## src/pcfg_defines.vh

```
`ifndef PCFG_DEFINES_VH
`define PCFG_DEFINES_VH

// Working register indices (word addresses of the command port)
`define PCFG_IDX_I2C_BASE    3'h0
`define PCFG_IDX_PMBUS_BASE  3'h1
`define PCFG_IDX_ON_CTRL     3'h2
`define PCFG_IDX_VIN_ON      3'h3
`define PCFG_IDX_VIN_OFF     3'h4
`define PCFG_IDX_TON_DELAY   3'h5
`define PCFG_IDX_LAST        3'h5

// Stored default contents of config_nvm
`define PCFG_DEF_I2C_BASE    8'h10
`define PCFG_DEF_PMBUS_BASE  8'h40
`define PCFG_DEF_ON_CTRL     8'h00
`define PCFG_DEF_VIN_ON      8'h04
`define PCFG_DEF_VIN_OFF     8'h04
`define PCFG_DEF_TON_DELAY   8'h00

// Fields of the on-control register
`define PCFG_ON_SW_SELECT    0
`define PCFG_ON_SW_RUN       1

// Base address field and delay field widths
`define PCFG_BASE_MSB        6
`define PCFG_DELAY_MSB       6

// Strap converter decoding
`define PCFG_STRAP_STEP      60
`define PCFG_STRAP_FLOAT     10'h3c0

// Timing
`define PCFG_CLK_PERIOD_NS   100
`define PCFG_MS_NS           1000000

`endif

```

## src/pcfg_powerup_init.v

```verilog
`timescale 1ns/1ps
`include "pcfg_defines.vh"

module pcfg_powerup_init #(
  parameter ADC_W        = 10,
  parameter VIN_W        = 8,
  parameter CYCLES_PER_MS = `PCFG_MS_NS / `PCFG_CLK_PERIOD_NS
) (
  // Clock and reset
  input  wire             mclk,
  input  wire             nrst,
  // Supply monitors and oscillator
  input  wire             vccGood,
  input  wire             coreSupplyRailGood,
  input  wire             oscStable,
  // Analog comparators and bus voltage level
  input  wire             enableForcedModePinAbove,
  input  wire [VIN_W-1:0] vinLevel,
  // Strap converter
  output reg              adcStart_q,
  input  wire             adcDone,
  input  wire [ADC_W-1:0] adcData,
  // Command port from the bus front end
  input  wire             cmdValid,
  input  wire             cmdIsPmbus,
  input  wire [6:0]       cmdAddr,
  input  wire             cmdWrite,
  input  wire [2:0]       cmdReg,
  input  wire [7:0]       cmdWdata,
  output reg              cmdAck_q,
  output reg  [7:0]       cmdRdata_q,
  // Status and control outputs
  output reg              porActive_q,
  output reg              configLoaded_q,
  output reg              addrRead_q,
  output reg              analogMode_q,
  output reg              commPinsAnalog_q,
  output reg              undervoltageLockoutClear_q,
  output reg              powerEnable_q,
  output reg              rampStart_q,
  output reg  [6:0]       i2cAddr_q,
  output reg  [6:0]       pmbusAddr_q
);

  localparam [3:0] ST_RESET = 4'h1;
  localparam [3:0] ST_LOAD  = 4'h2;
  localparam [3:0] ST_ADDR  = 4'h4;
  localparam [3:0] ST_READY = 4'h8;

  reg  [3:0]  state_q;
  reg  [2:0]  loadIdx_q;
  reg         loadCapture_q;
  reg         adcWait_q;
  reg  [3:0]  offset_q;
  reg  [7:0]  i2cBase_q;
  reg  [7:0]  pmbusBase_q;
  reg  [7:0]  onCtrl_q;
  reg  [7:0]  vinOn_q;
  reg  [7:0]  vinOff_q;
  reg  [7:0]  tonDelay_q;
  reg  [6:0]  msLeft_q;
  reg  [31:0] tickCnt_q;
  reg         delayRun_q;
  wire [7:0]  nvmData;
  wire        suppliesGood;
  wire [15:0] aboveStep;
  reg  [3:0]  strapOffset;
  reg         startCond;
  reg         hit;
  reg  [7:0]  rdWord;
  integer     k;

  pcfg_config_nvm #(
    .WIDTH (8),
    .AW    (3)
  ) uNvm (
    .mclk     (mclk),
    .nrst     (nrst),
    .rdAddr   (loadIdx_q),
    .rdData_q (nvmData)
  );

  assign suppliesGood = vccGood & coreSupplyRailGood & oscStable;

  // Sixteen strap bins, 60 codes wide except the open top bin
  assign aboveStep[0] = 1'b0;
  genvar g;
  generate
    for (g = 1; g < 16; g = g + 1)
    begin : gStrap
      assign aboveStep[g] =
        (adcData >= g * `PCFG_STRAP_STEP);
    end
  endgenerate

  always @*
  begin
    strapOffset = 4'h0;
    for (k = 1; k < 16; k = k + 1)
      if (aboveStep[k])
        strapOffset = k[3:0];
  end

  // Initialization sequencer
  always @(posedge mclk or negedge nrst)
  begin
    if (!nrst)
    begin
      state_q        <= ST_RESET;
      porActive_q    <= 1'b1;
      loadIdx_q      <= 3'h0;
      loadCapture_q  <= 1'b0;
      configLoaded_q <= 1'b0;
      adcStart_q     <= 1'b0;
      adcWait_q      <= 1'b0;
      addrRead_q     <= 1'b0;
      offset_q       <= 4'h0;
      analogMode_q   <= 1'b0;
      commPinsAnalog_q <= 1'b0;
    end
    else
    begin
      adcStart_q <= 1'b0;
      if (!suppliesGood)
      begin
        // Supply loss drops state and load/address flags back to power-on reset; offset and mode hold
        state_q        <= ST_RESET;
        porActive_q    <= 1'b1;
        configLoaded_q <= 1'b0;
        addrRead_q     <= 1'b0;
        adcWait_q      <= 1'b0;
        loadCapture_q  <= 1'b0;
      end
      else
      begin
        case (state_q)
          ST_RESET:
          begin
            porActive_q   <= 1'b0;
            loadIdx_q     <= 3'h0;
            loadCapture_q <= 1'b0;
            state_q       <= ST_LOAD;
          end
          ST_LOAD:
          begin
            // Memory read is registered: capture runs one word behind
            loadCapture_q <= 1'b1;
            if (loadCapture_q && loadIdx_q == `PCFG_IDX_LAST + 3'h1)
            begin
              configLoaded_q <= 1'b1;
              adcStart_q     <= 1'b1;
              adcWait_q      <= 1'b1;
              state_q        <= ST_ADDR;
            end
            else
              loadIdx_q <= loadIdx_q + 3'h1;
          end
          ST_ADDR:
          begin
            if (adcWait_q && adcDone)
            begin
              adcWait_q  <= 1'b0;
              addrRead_q <= 1'b1;
              offset_q   <= strapOffset;
              // Full-scale reading means nothing pulls the strap down
              analogMode_q     <= (adcData >= `PCFG_STRAP_FLOAT);
              commPinsAnalog_q <= (adcData >= `PCFG_STRAP_FLOAT);
              state_q    <= ST_READY;
            end
          end
          ST_READY:
            state_q <= ST_READY;
          default:
            state_q <= ST_RESET;
        endcase
      end
    end
  end

  // Command decode: only in digital mode once loaded and addressed
  always @*
  begin
    hit = 1'b0;
    if (state_q == ST_READY && !analogMode_q && cmdValid)
    begin
      if (cmdIsPmbus)
        hit = (pmbusBase_q[6:0] != 7'h00) &&
              (cmdAddr == pmbusAddr_q);
      else
        hit = (i2cBase_q[6:0] != 7'h00) &&
              (cmdAddr == i2cAddr_q);
    end
  end

  always @*
  begin
    case (cmdReg)
      `PCFG_IDX_I2C_BASE:   rdWord = i2cBase_q;
      `PCFG_IDX_PMBUS_BASE: rdWord = pmbusBase_q;
      `PCFG_IDX_ON_CTRL:    rdWord = onCtrl_q;
      `PCFG_IDX_VIN_ON:     rdWord = vinOn_q;
      `PCFG_IDX_VIN_OFF:    rdWord = vinOff_q;
      `PCFG_IDX_TON_DELAY:  rdWord = tonDelay_q;
      default:              rdWord = 8'h00;
    endcase
  end

  // Working registers: filled by the load, then by the host
  always @(posedge mclk or negedge nrst)
  begin
    if (!nrst)
    begin
      i2cBase_q   <= 8'h00;
      pmbusBase_q <= 8'h00;
      onCtrl_q    <= 8'h00;
      vinOn_q     <= 8'h00;
      vinOff_q    <= 8'h00;
      tonDelay_q  <= 8'h00;
      cmdAck_q    <= 1'b0;
      cmdRdata_q  <= 8'h00;
    end
    else
    begin
      cmdAck_q <= hit;
      if (hit && !cmdWrite)
        cmdRdata_q <= rdWord;
      if (state_q == ST_LOAD && loadCapture_q)
      begin
        case (loadIdx_q - 3'h1)
          `PCFG_IDX_I2C_BASE:   i2cBase_q   <= nvmData;
          `PCFG_IDX_PMBUS_BASE: pmbusBase_q <= nvmData;
          `PCFG_IDX_ON_CTRL:    onCtrl_q    <= nvmData;
          `PCFG_IDX_VIN_ON:     vinOn_q     <= nvmData;
          `PCFG_IDX_VIN_OFF:    vinOff_q    <= nvmData;
          `PCFG_IDX_TON_DELAY:  tonDelay_q  <= nvmData;
          default:              tonDelay_q  <= tonDelay_q;
        endcase
      end
      else if (hit && cmdWrite)
      begin
        case (cmdReg)
          `PCFG_IDX_I2C_BASE:   i2cBase_q   <= {1'b0, cmdWdata[6:0]};
          `PCFG_IDX_PMBUS_BASE: pmbusBase_q <= {1'b0, cmdWdata[6:0]};
          `PCFG_IDX_ON_CTRL:    onCtrl_q    <= cmdWdata;
          `PCFG_IDX_VIN_ON:     vinOn_q     <= cmdWdata;
          `PCFG_IDX_VIN_OFF:    vinOff_q    <= cmdWdata;
          `PCFG_IDX_TON_DELAY:  tonDelay_q  <= {1'b0, cmdWdata[6:0]};
          default:              tonDelay_q  <= tonDelay_q;
        endcase
      end
    end
  end

  // Effective addresses; a wrap past 0x7f is the user's problem
  always @(posedge mclk or negedge nrst)
  begin
    if (!nrst)
    begin
      i2cAddr_q   <= 7'h00;
      pmbusAddr_q <= 7'h00;
    end
    else
    begin
      i2cAddr_q   <= i2cBase_q[6:0] + {3'h0, offset_q};
      pmbusAddr_q <= pmbusBase_q[6:0] + {3'h0, offset_q};
    end
  end

  // Bus voltage lockout with on/off hysteresis
  always @(posedge mclk or negedge nrst)
  begin
    if (!nrst)
      undervoltageLockoutClear_q <= 1'b0;
    else if (!configLoaded_q)
      undervoltageLockoutClear_q <= 1'b0;
    else if (!undervoltageLockoutClear_q && vinLevel >= vinOn_q)
      undervoltageLockoutClear_q <= 1'b1;
    else if (undervoltageLockoutClear_q && vinLevel < vinOff_q)
      undervoltageLockoutClear_q <= 1'b0;
  end

  always @*
  begin
    if (!analogMode_q && onCtrl_q[`PCFG_ON_SW_SELECT])
      startCond = onCtrl_q[`PCFG_ON_SW_RUN];
    else
      startCond = enableForcedModePinAbove &&
                  undervoltageLockoutClear_q;
  end

  // Conversion enable and delayed ramp start
  always @(posedge mclk or negedge nrst)
  begin
    if (!nrst)
    begin
      powerEnable_q <= 1'b0;
      rampStart_q   <= 1'b0;
      delayRun_q    <= 1'b0;
      msLeft_q      <= 7'h00;
      tickCnt_q     <= 32'h0;
    end
    else
    begin
      // Supply loss must drop conversion at the same edge as the load flag
      powerEnable_q <= suppliesGood && startCond && configLoaded_q &&
                       addrRead_q && state_q == ST_READY;
      if (!powerEnable_q)
      begin
        rampStart_q <= 1'b0;
        delayRun_q  <= 1'b0;
        tickCnt_q   <= 32'h0;
        // Analog mode has no delay setting; it starts at once
        msLeft_q    <= analogMode_q ? 7'h00 : tonDelay_q[6:0];
      end
      else if (!rampStart_q)
      begin
        delayRun_q <= 1'b1;
        if (msLeft_q == 7'h00)
          rampStart_q <= 1'b1;
        else if (tickCnt_q == CYCLES_PER_MS - 1)
        begin
          tickCnt_q <= 32'h0;
          msLeft_q  <= msLeft_q - 7'h01;
        end
        else
          tickCnt_q <= tickCnt_q + 32'h1;
      end
    end
  end

endmodule

```

## src/pcfg_config_nvm.v

```verilog
`timescale 1ns/1ps
`include "pcfg_defines.vh"

module pcfg_config_nvm #(
  parameter WIDTH = 8,
  parameter AW    = 3
) (
  // Clock and reset
  input  wire             mclk,
  input  wire             nrst,
  // Read port
  input  wire [AW-1:0]    rdAddr,
  output reg  [WIDTH-1:0] rdData_q
);

  reg [WIDTH-1:0] word;

  // Fixed contents; programming path lives outside this block
  always @*
  begin
    case (rdAddr)
      `PCFG_IDX_I2C_BASE:   word = `PCFG_DEF_I2C_BASE;
      `PCFG_IDX_PMBUS_BASE: word = `PCFG_DEF_PMBUS_BASE;
      `PCFG_IDX_ON_CTRL:    word = `PCFG_DEF_ON_CTRL;
      `PCFG_IDX_VIN_ON:     word = `PCFG_DEF_VIN_ON;
      `PCFG_IDX_VIN_OFF:    word = `PCFG_DEF_VIN_OFF;
      `PCFG_IDX_TON_DELAY:  word = `PCFG_DEF_TON_DELAY;
      default:              word = {WIDTH{1'b0}};
    endcase
  end

  always @(posedge mclk or negedge nrst)
  begin
    if (!nrst)
      rdData_q <= {WIDTH{1'b0}};
    else
      rdData_q <= word;
  end

endmodule

```

## config.mk

```make
export PLATFORM = sky130hd
export DESIGN_NAME = pcfg_powerup_init
export DESIGN_NICKNAME = d
export VERILOG_FILES = /design/src/pcfg_powerup_init.v /design/src/pcfg_config_nvm.v
export VERILOG_INCLUDE_DIRS = /design/src
export SDC_FILE = /design/constraint.sdc
export NUM_CORES = 1
export LEC_CHECK = 0
export BUFFER_PORTS_ARGS = -buffer_cell sky130_fd_sc_hd__buf_2
export CAP_MARGIN = 20
export CORE_MARGIN = 10
export CORE_UTILIZATION = 35
export CTS_CLUSTER_DIAMETER = 120
export DETAILED_ROUTE_END_ITERATION = 16
export SYNTH_ARGS = -nofsm -noshare
export SYNTH_HDL_FRONTEND = slang
export SYNTH_SLANG_ARGS = --single-unit
```

## constraint.sdc

```tcl
create_clock -name mclk -period 6.5 [get_ports mclk]
set_input_delay 1.3 -clock mclk [delete_from_list [all_inputs] [get_ports mclk]]
set_output_delay 1.3 -clock mclk [all_outputs]
set_load 0.05 [all_outputs]
```

# Word-level counts from Yosys, hierarchy flattened
# Index checks and enable logic that the tools add are counted.
word_totals:
  reg_bits: 138
  latchBits: 0
  mem_bits_rw: 0
  mem_bits_ro: 0
  input_bits: 46
  out_inout_bits: 32
  wordCells: 223
  n_memories: 0
op_classes:
  n_addsub: 6
  multipliers: 0
  div_mod_pow: 0
  n_lt_le_gt_ge: 18
  eq_ne: 41
  shifts: 0
  n_mux: 81
  bitwise: 2
  n_reduce_logical: 49
op_table:
  columns: ["op", "count"]
  rows:
  - ["2-to-1 mux 8 bit", 24]
  - ["2-to-1 mux 32 bit", 4]
  - ["greater-or-equal comparator 10 bit, second input constant", 8]
  - ["2-to-1 mux 4 bit", 12]
  - ["one-hot mux 8 bit (6 select lines)", 1]
  - ["greater-or-equal comparator 10 x 9 -> 1 bit, second input constant", 4]
  - ["2-to-1 mux 7 bit", 5]
  - ["adder 32 x 1 -> 32 bit, second input constant", 1]
  - ["equality test 32 x 14 -> 1 bit, second input constant", 1]
  - ["AND reduction 3 bit", 10]
  - ["2-to-1 mux 1 bit", 24]
  - ["!= test 2 x 1 -> 1 bit, second input constant", 12]
  - ["one-hot mux 7 bit (3 select lines)", 1]
  - ["greater-or-equal comparator 10 x 8 -> 1 bit, second input constant", 2]
  - ["equality test 3 bit, second input constant", 6]
  - ["logical AND 1 bit", 17]
  - ["one-hot mux 4 bit (4 select lines)", 1]
  - ["nonzero test 2 bit", 8]
  - ["equality test 3 x 2 -> 1 bit, second input constant", 5]
  - ["adder 7 x 4 -> 7 bit", 2]
  - ["equality test 7 bit", 2]
  - ["nonzero test 7 bit", 2]
  - ["2-to-1 mux 3 bit", 4]
  - ["greater-or-equal comparator 10 x 6 -> 1 bit, second input constant", 1]
  - ["other kinds (23)", 40]

# Longest topological paths before layout
depth:
  word_depth: 16
  ltp_mapped: 9
  mapped_depth_nobuf: 9

# Modules after synthesis
# Synthesis repeated with hierarchy kept, for this count alone.
hier_totals:
  cells_unflattened: 741
  hier_area_um2: 7534.7
by_module_without_submodules:
  columns: ["module", "instances", "cells_each", "area_per_inst_um2", "seq_area_each_um2"]
  rows:
  - ["pcfg_powerup_init", 1, 727, 7378.3, 3280.6]
  - ["pcfg_config_nvm", 1, 14, 156.4, 75.1]

# Worst setup path before layout
# OpenSTA, ideal clock, no wires.
synth_timing:
  kind: "input to register"
  start: "input cmdAddr[5]"
  end: "register pmbusBase_q[4]"
  setup_time_ps: 127
  arrival_ps: 2845
  t_required_ps: 6373
  slack_ps: 3528
  cell_stages: 7
  path_buffers: 0
  path_cell_list: "xor2_1 -> nor4_1 -> and3_1 -> nor2_2 -> clkinv_2 -> a21oi_1 -> mux2_1"
synth_via:
  elab_chain_cells: 7
  word_cells_on_any_way: 9
  classes_between: "2 x eq/ne; 2 x mux; 5 x reduce/logical"
synth_lines:
  columns: ["element", "line_no", "source"]
  rows:
  - ["from (decl)", "pcfg_powerup_init.v:26", "input wire [6:0] cmdAddr,"]
  - ["equality test 7 bit (on tied branches)", "pcfg_powerup_init.v:191, pcfg_powerup_init.v:188", null]
  - ["logical AND 1 bit (on tied branches)", "pcfg_powerup_init.v:190, pcfg_powerup_init.v:187", null]
  - ["2-to-1 mux 1 bit *", "pcfg_powerup_init.v:186", "if (cmdIsPmbus)"]
  - ["2-to-1 mux 1 bit *", "pcfg_powerup_init.v:184", "if (state_q == ST_READY && !analogMode_q && cmdValid)"]
  - ["named net hit", "pcfg_powerup_init.v:69", "reg hit;"]
  - ["logical AND 1 bit *", "pcfg_powerup_init.v:239", "else if (hit && cmdWrite)"]
  - ["nonzero test 2 bit (no source line) *", null, null]
  - ["AND reduction 3 bit (no source line) *", null, null]
  - ["to (signal assigned)", "pcfg_powerup_init.v:231", "`PCFG_IDX_PMBUS_BASE: pmbusBase_q <= nvmData;"]
  - ["to (signal assigned)", "pcfg_powerup_init.v:243", "`PCFG_IDX_PMBUS_BASE: pmbusBase_q <= {1'b0, cmdWdata[6:0]};"]
  - ["to (decl)", "pcfg_powerup_init.v:56", "reg [7:0] pmbusBase_q;"]
# Mark *: on every way through the listed nets, which the timed path passes. The rest lies on a longest branch.
# A chain may end at the register's enable or synchronous reset.

# Worst setup path after layout
layout_timing:
  start: "register state_q[1]"
  end: "register vinOn_q[2]"
layout_via:
  elab_chain_cells: 7
  word_cells_on_any_way: 12
  classes_between: "3 x eq/ne; 2 x mux; 7 x reduce/logical"
layout_lines:
  columns: ["element", "line_no", "source"]
  rows:
  - ["from (decl)", "pcfg_powerup_init.v:50", "reg [3:0] state_q;"]
  - ["from (signal assigned)", "pcfg_powerup_init.v:109", "state_q <= ST_RESET;"]
  - ["from (signal assigned)", "pcfg_powerup_init.v:127", "state_q <= ST_RESET;"]
  - ["from (signal assigned)", "pcfg_powerup_init.v:142", "state_q <= ST_LOAD;"]
  - ["equality test 4 bit", "pcfg_powerup_init.v:184", null]
  - ["logical AND 1 bit (2 in a row)", "pcfg_powerup_init.v:184", null]
  - ["2-to-1 mux 1 bit", "pcfg_powerup_init.v:184", null]
  - ["logical AND 1 bit", "pcfg_powerup_init.v:239", null]
  - ["nonzero test 2 bit (no source line)", null, null]
  - ["AND reduction 3 bit (no source line)", null, null]
  - ["to (signal assigned)", "pcfg_powerup_init.v:233", "`PCFG_IDX_VIN_ON: vinOn_q <= nvmData;"]
  - ["to (signal assigned)", "pcfg_powerup_init.v:245", "`PCFG_IDX_VIN_ON: vinOn_q <= cmdWdata;"]
  - ["to (decl)", "pcfg_powerup_init.v:58", "reg [7:0] vinOn_q;"]
# Parallel ways exist; a longest one is shown, timed or not.

==> flow_metrics.py <==
metrics = {
    "outcome": {
        "status": "completed",
    },
    "pwr": {
        "switching_power_mw": 0.4803,
        "p_seq_frac": 0.437,
        "powerDensity_nw_per_um2": 216.8,
        "power.clock.fraction": 0.509,
        "pwr-share-comb": 0.055,
        "ir_drop_uv": 153.1,
        "swShare": 0.2562,
        "intPower_mw": 1.394,
        "p_leak_nw": 3.756,
    },
    "clocking": {
        "clock_path_buffers": 2,
        "post_cts_buffers": 0,
        "cts_buffers": 17,
        "htree_levels": 4,
        "cts_hold_buf": 0,
        "cts-resized-gates": 0,
        "root_buffer": "clkbuf_16",
        "cts_tree": "done",
        "cts_sinks": 131,
        "clk_latency_ns": 0.43,
        "clkTransAtPathRegs_ns": 0.07,
    },
    "min_path": {
        "hp-class": "flop to flop",
    },
    "sta": {
        "min_period_ns": 3.121,
        "tns_ns": 0,
        "fin_skew_ns": 0.01350,
        "setup_viol": 0,
        "hold_ws_ns": 0.4779,
        "relSlewSlack": 0.4142,
        "period_share": 0.4802,
        "slew_violations": 0,
        "hold_viol": 0,
        "worst_pin_slew_ns": 0.8754,
        "max_freq_mhz": 320.4,
        "rsz0062_at_grt": "no",
    },
    "grt": {
        "antenna_found_initial": 1,
        "grt_pass1_wl_um": 32600,
        "grt-ovfl-total": 0,
        "grt_pass1_vias": 6106,
        "grt_max_degree": 92,
        "track_usage": 0.1515,
    },
    "critical_path": {
        "crit_end": "vinOn_q[2]",
        "reg2reg_slack_ns": 3.38,
        "cp.arrival_ns": 3.43,
        "start_kind": "flop",
        "critPathMaxFanout": 8,
        "reg2reg_depth": 6,
        "criticalPathCategory": "flop to flop",
        "reg2reg_to": "vinOn_q[2]",
        "critPathLaunch": "state_q[1]",
        "critPathCaptureType": "flop",
        "required_ns": 6.81,
        "reg2reg_from": "state_q[1]",
    },
    "yosys": {
        "synth-edff-count": 0,
        "ys_ff_latch": 131,
        "synth.top_cell.area_share": 0.4363,
        "synth_most_common_cell": "dfrtp_1",
        "netlist_area_um2": 7398,
        "synth_area_leaders": "dfrtp_1, ha_1, mux2_1, nand2_1, o21ai_0",
        "synth_top_area_cell": "dfrtp_1",
        "ys.warnings.count": 0,
        "ys.flop_type": "dfrtp_1",
        "synth.avg_cell_area_um2": 9.559,
        "synth_cell_types": 68,
        "async_reset_ff_frac": 1.000,
        "yosysSeqAreaShare": 0.4434,
        "syn_nets": 853,
        "syn_inst": 774,
        "synthTopCellsByCount": "dfrtp_1, nand2_1, nor2_1",
    },
    "finish": {
        "nFillCells": 2080,
        "drive_gt1_frac": 0.1488,
        "diodes": 0,
        "area_growth_pct": 16.89,
        "finalNetCount": 926,
    },
    "routing": {
        "postRouteAntennaNets": 0,
        "firstDrtPassIters": 5,
        "viasPerCell": 5.348,
        "wl_per_cell_um": 17.70,
        "drcViolationCount": 0,
        "wirelength_um": 20100,
        "via_count": 6070,
        "drt_iter0_drc": 504,
    },
    "floorplanning": {
        "num_io_pins": 78,
        "die_width_um": 165.4,
        "initial_utilization": 0.3542,
        "fp.dieArea_um2": 27350,
        "fp.coreArea_um2": 20890,
        "fp.dieH_um": 165.4,
        "rows": 53,
    },
    "flow_run": {
        "drv_cap": 0,
    },
    "placement": {
        "numPortBuffers": 75,
        "hpwlAfterDp_um": 14870,
        "globalplace.congestion": 0.8674,
    },
}
==> area by class of cell <==
class,instances,area [um2],share of cell area
multi-input cells,575,3856,0.4459
flip-flops and latches,131,3281,0.3793
clock buffers,17,425.4,0.04919
repair buffers,79,416.7,0.04818
well taps,275,344.1,0.03979
clock inverters,15,162.7,0.01881
inverters,43,162.7,0.01881
==> critical path, cell delays in order (launching register included) <==
cell and delay, ns:
dfrtp_1 0.46, or4b_1 0.67, a2111oi_0 0.62, and3_1 0.36
o21ai_1 0.15, o21ai_1 0.39, mux2_1 0.37
==> flip-flops by register name, indices dropped and copies added, names as in the netlist, 3 cells and up <==
name and flops:
loadIdx_q 3, i2cAddr_q 7, offset_q 4, msLeft_q 7, cmdRdata_q 8, pmbusBase_q 7
onCtrl_q 8, uNvm.rdData_q 3, tickCnt_q 32, vinOff_q 8, i2cBase_q 7, state_q 4
pmbusAddr_q 7, vinOn_q 8, tonDelay_q 7
==> layout by cell type, fill, tap and decap left out, drive strengths merged, types with 14 or more instances in the layout <==
master / n
dfrtp: 129
nand2: 80
buf: 78
nor2: 63
o21ai: 57
inv: 50
a21oi: 38
mux2: 32
ha: 31
nand3: 26
xnor2: 22
a22o: 20
xor2: 19
clkbuf: 17
mux2i: 15
nor3: 14
==> worst min path at each step <==
stage,start,to,slack (ns),depth (start not counted)
finish,cmdRdata_q[5],cmdRdata_q[5],0.48,1
global route,cmdRdata_q[7],cmdRdata_q[7],0.50,1
CTS,cmdRdata_q[0],cmdRdata_q[0],0.48,1
detailed placement,cmdRdata_q[5],cmdRdata_q[5],0.47,1
global placement,tickCnt_q[28],tickCnt_q[28],0.46,1
floorplan,tickCnt_q[28],tickCnt_q[28],0.45,1
==> cell families (layout without fill, tap and decap cells) <==
family                     Yosys count  after routing  share of synthesized area
AOI/OAI and AO/OA                  180            180                     0.1598
muxes                               48             48                    0.07204
and+or+nand+nor                    273            273                     0.1830
DFF                                131            131                     0.4434
xor gates and xnor gates            41             41                    0.04854
buffers and inverters               68            154                    0.03535
adders and majority gates           33             33                    0.05784
==> power groups by stage <==
stage / Clock [mW] / Combinational [mW] / Sequential, mW
floorplan: 0 / 0.0508 / 0.834
global placement: 0 / 0.103 / 0.833
detailed placement: 0 / 0.103 / 0.833
CTS: 0.973 / 0.104 / 0.818
global route: 1.02 / 0.116 / 0.818
finish: 0.954 / 0.102 / 0.818
==> layer usage <==
metal / vias up / GRT usage / wire length (um) / share of wire
met4: 2 / 0.04070 / 200 / 0.010
li1: 2934 / - / - / -
met3: 21 / 0.04388 / 1056 / 0.053
met5: - / 0 / 7 / 0.00035
met1: 2975 / 0.1975 / 9359 / 0.47
met2: 138 / 0.2408 / 9472 / 0.47
==> through the flow <==
step / total power, mW / utilization / cells / cell area [um2] / setup slack [ns]
after global routing: 1.950 / 0.4140 / 1135 / 8648 / 3.154
final: 1.875 / 0.4140 / 1135 / 8648 / 3.379
after global placement: 0.9360 / 0.3853 / 1102 / 8048 / 3.043
after floorplan: 0.8853 / - / 774 / 7398 / 3.528
after detailed placement: 0.9365 / 0.3853 / 1102 / 8048 / 3.037
after CTS: 1.895 / 0.4134 / 1134 / 8636 / 3.409
(Power assumes the default switching activity.)
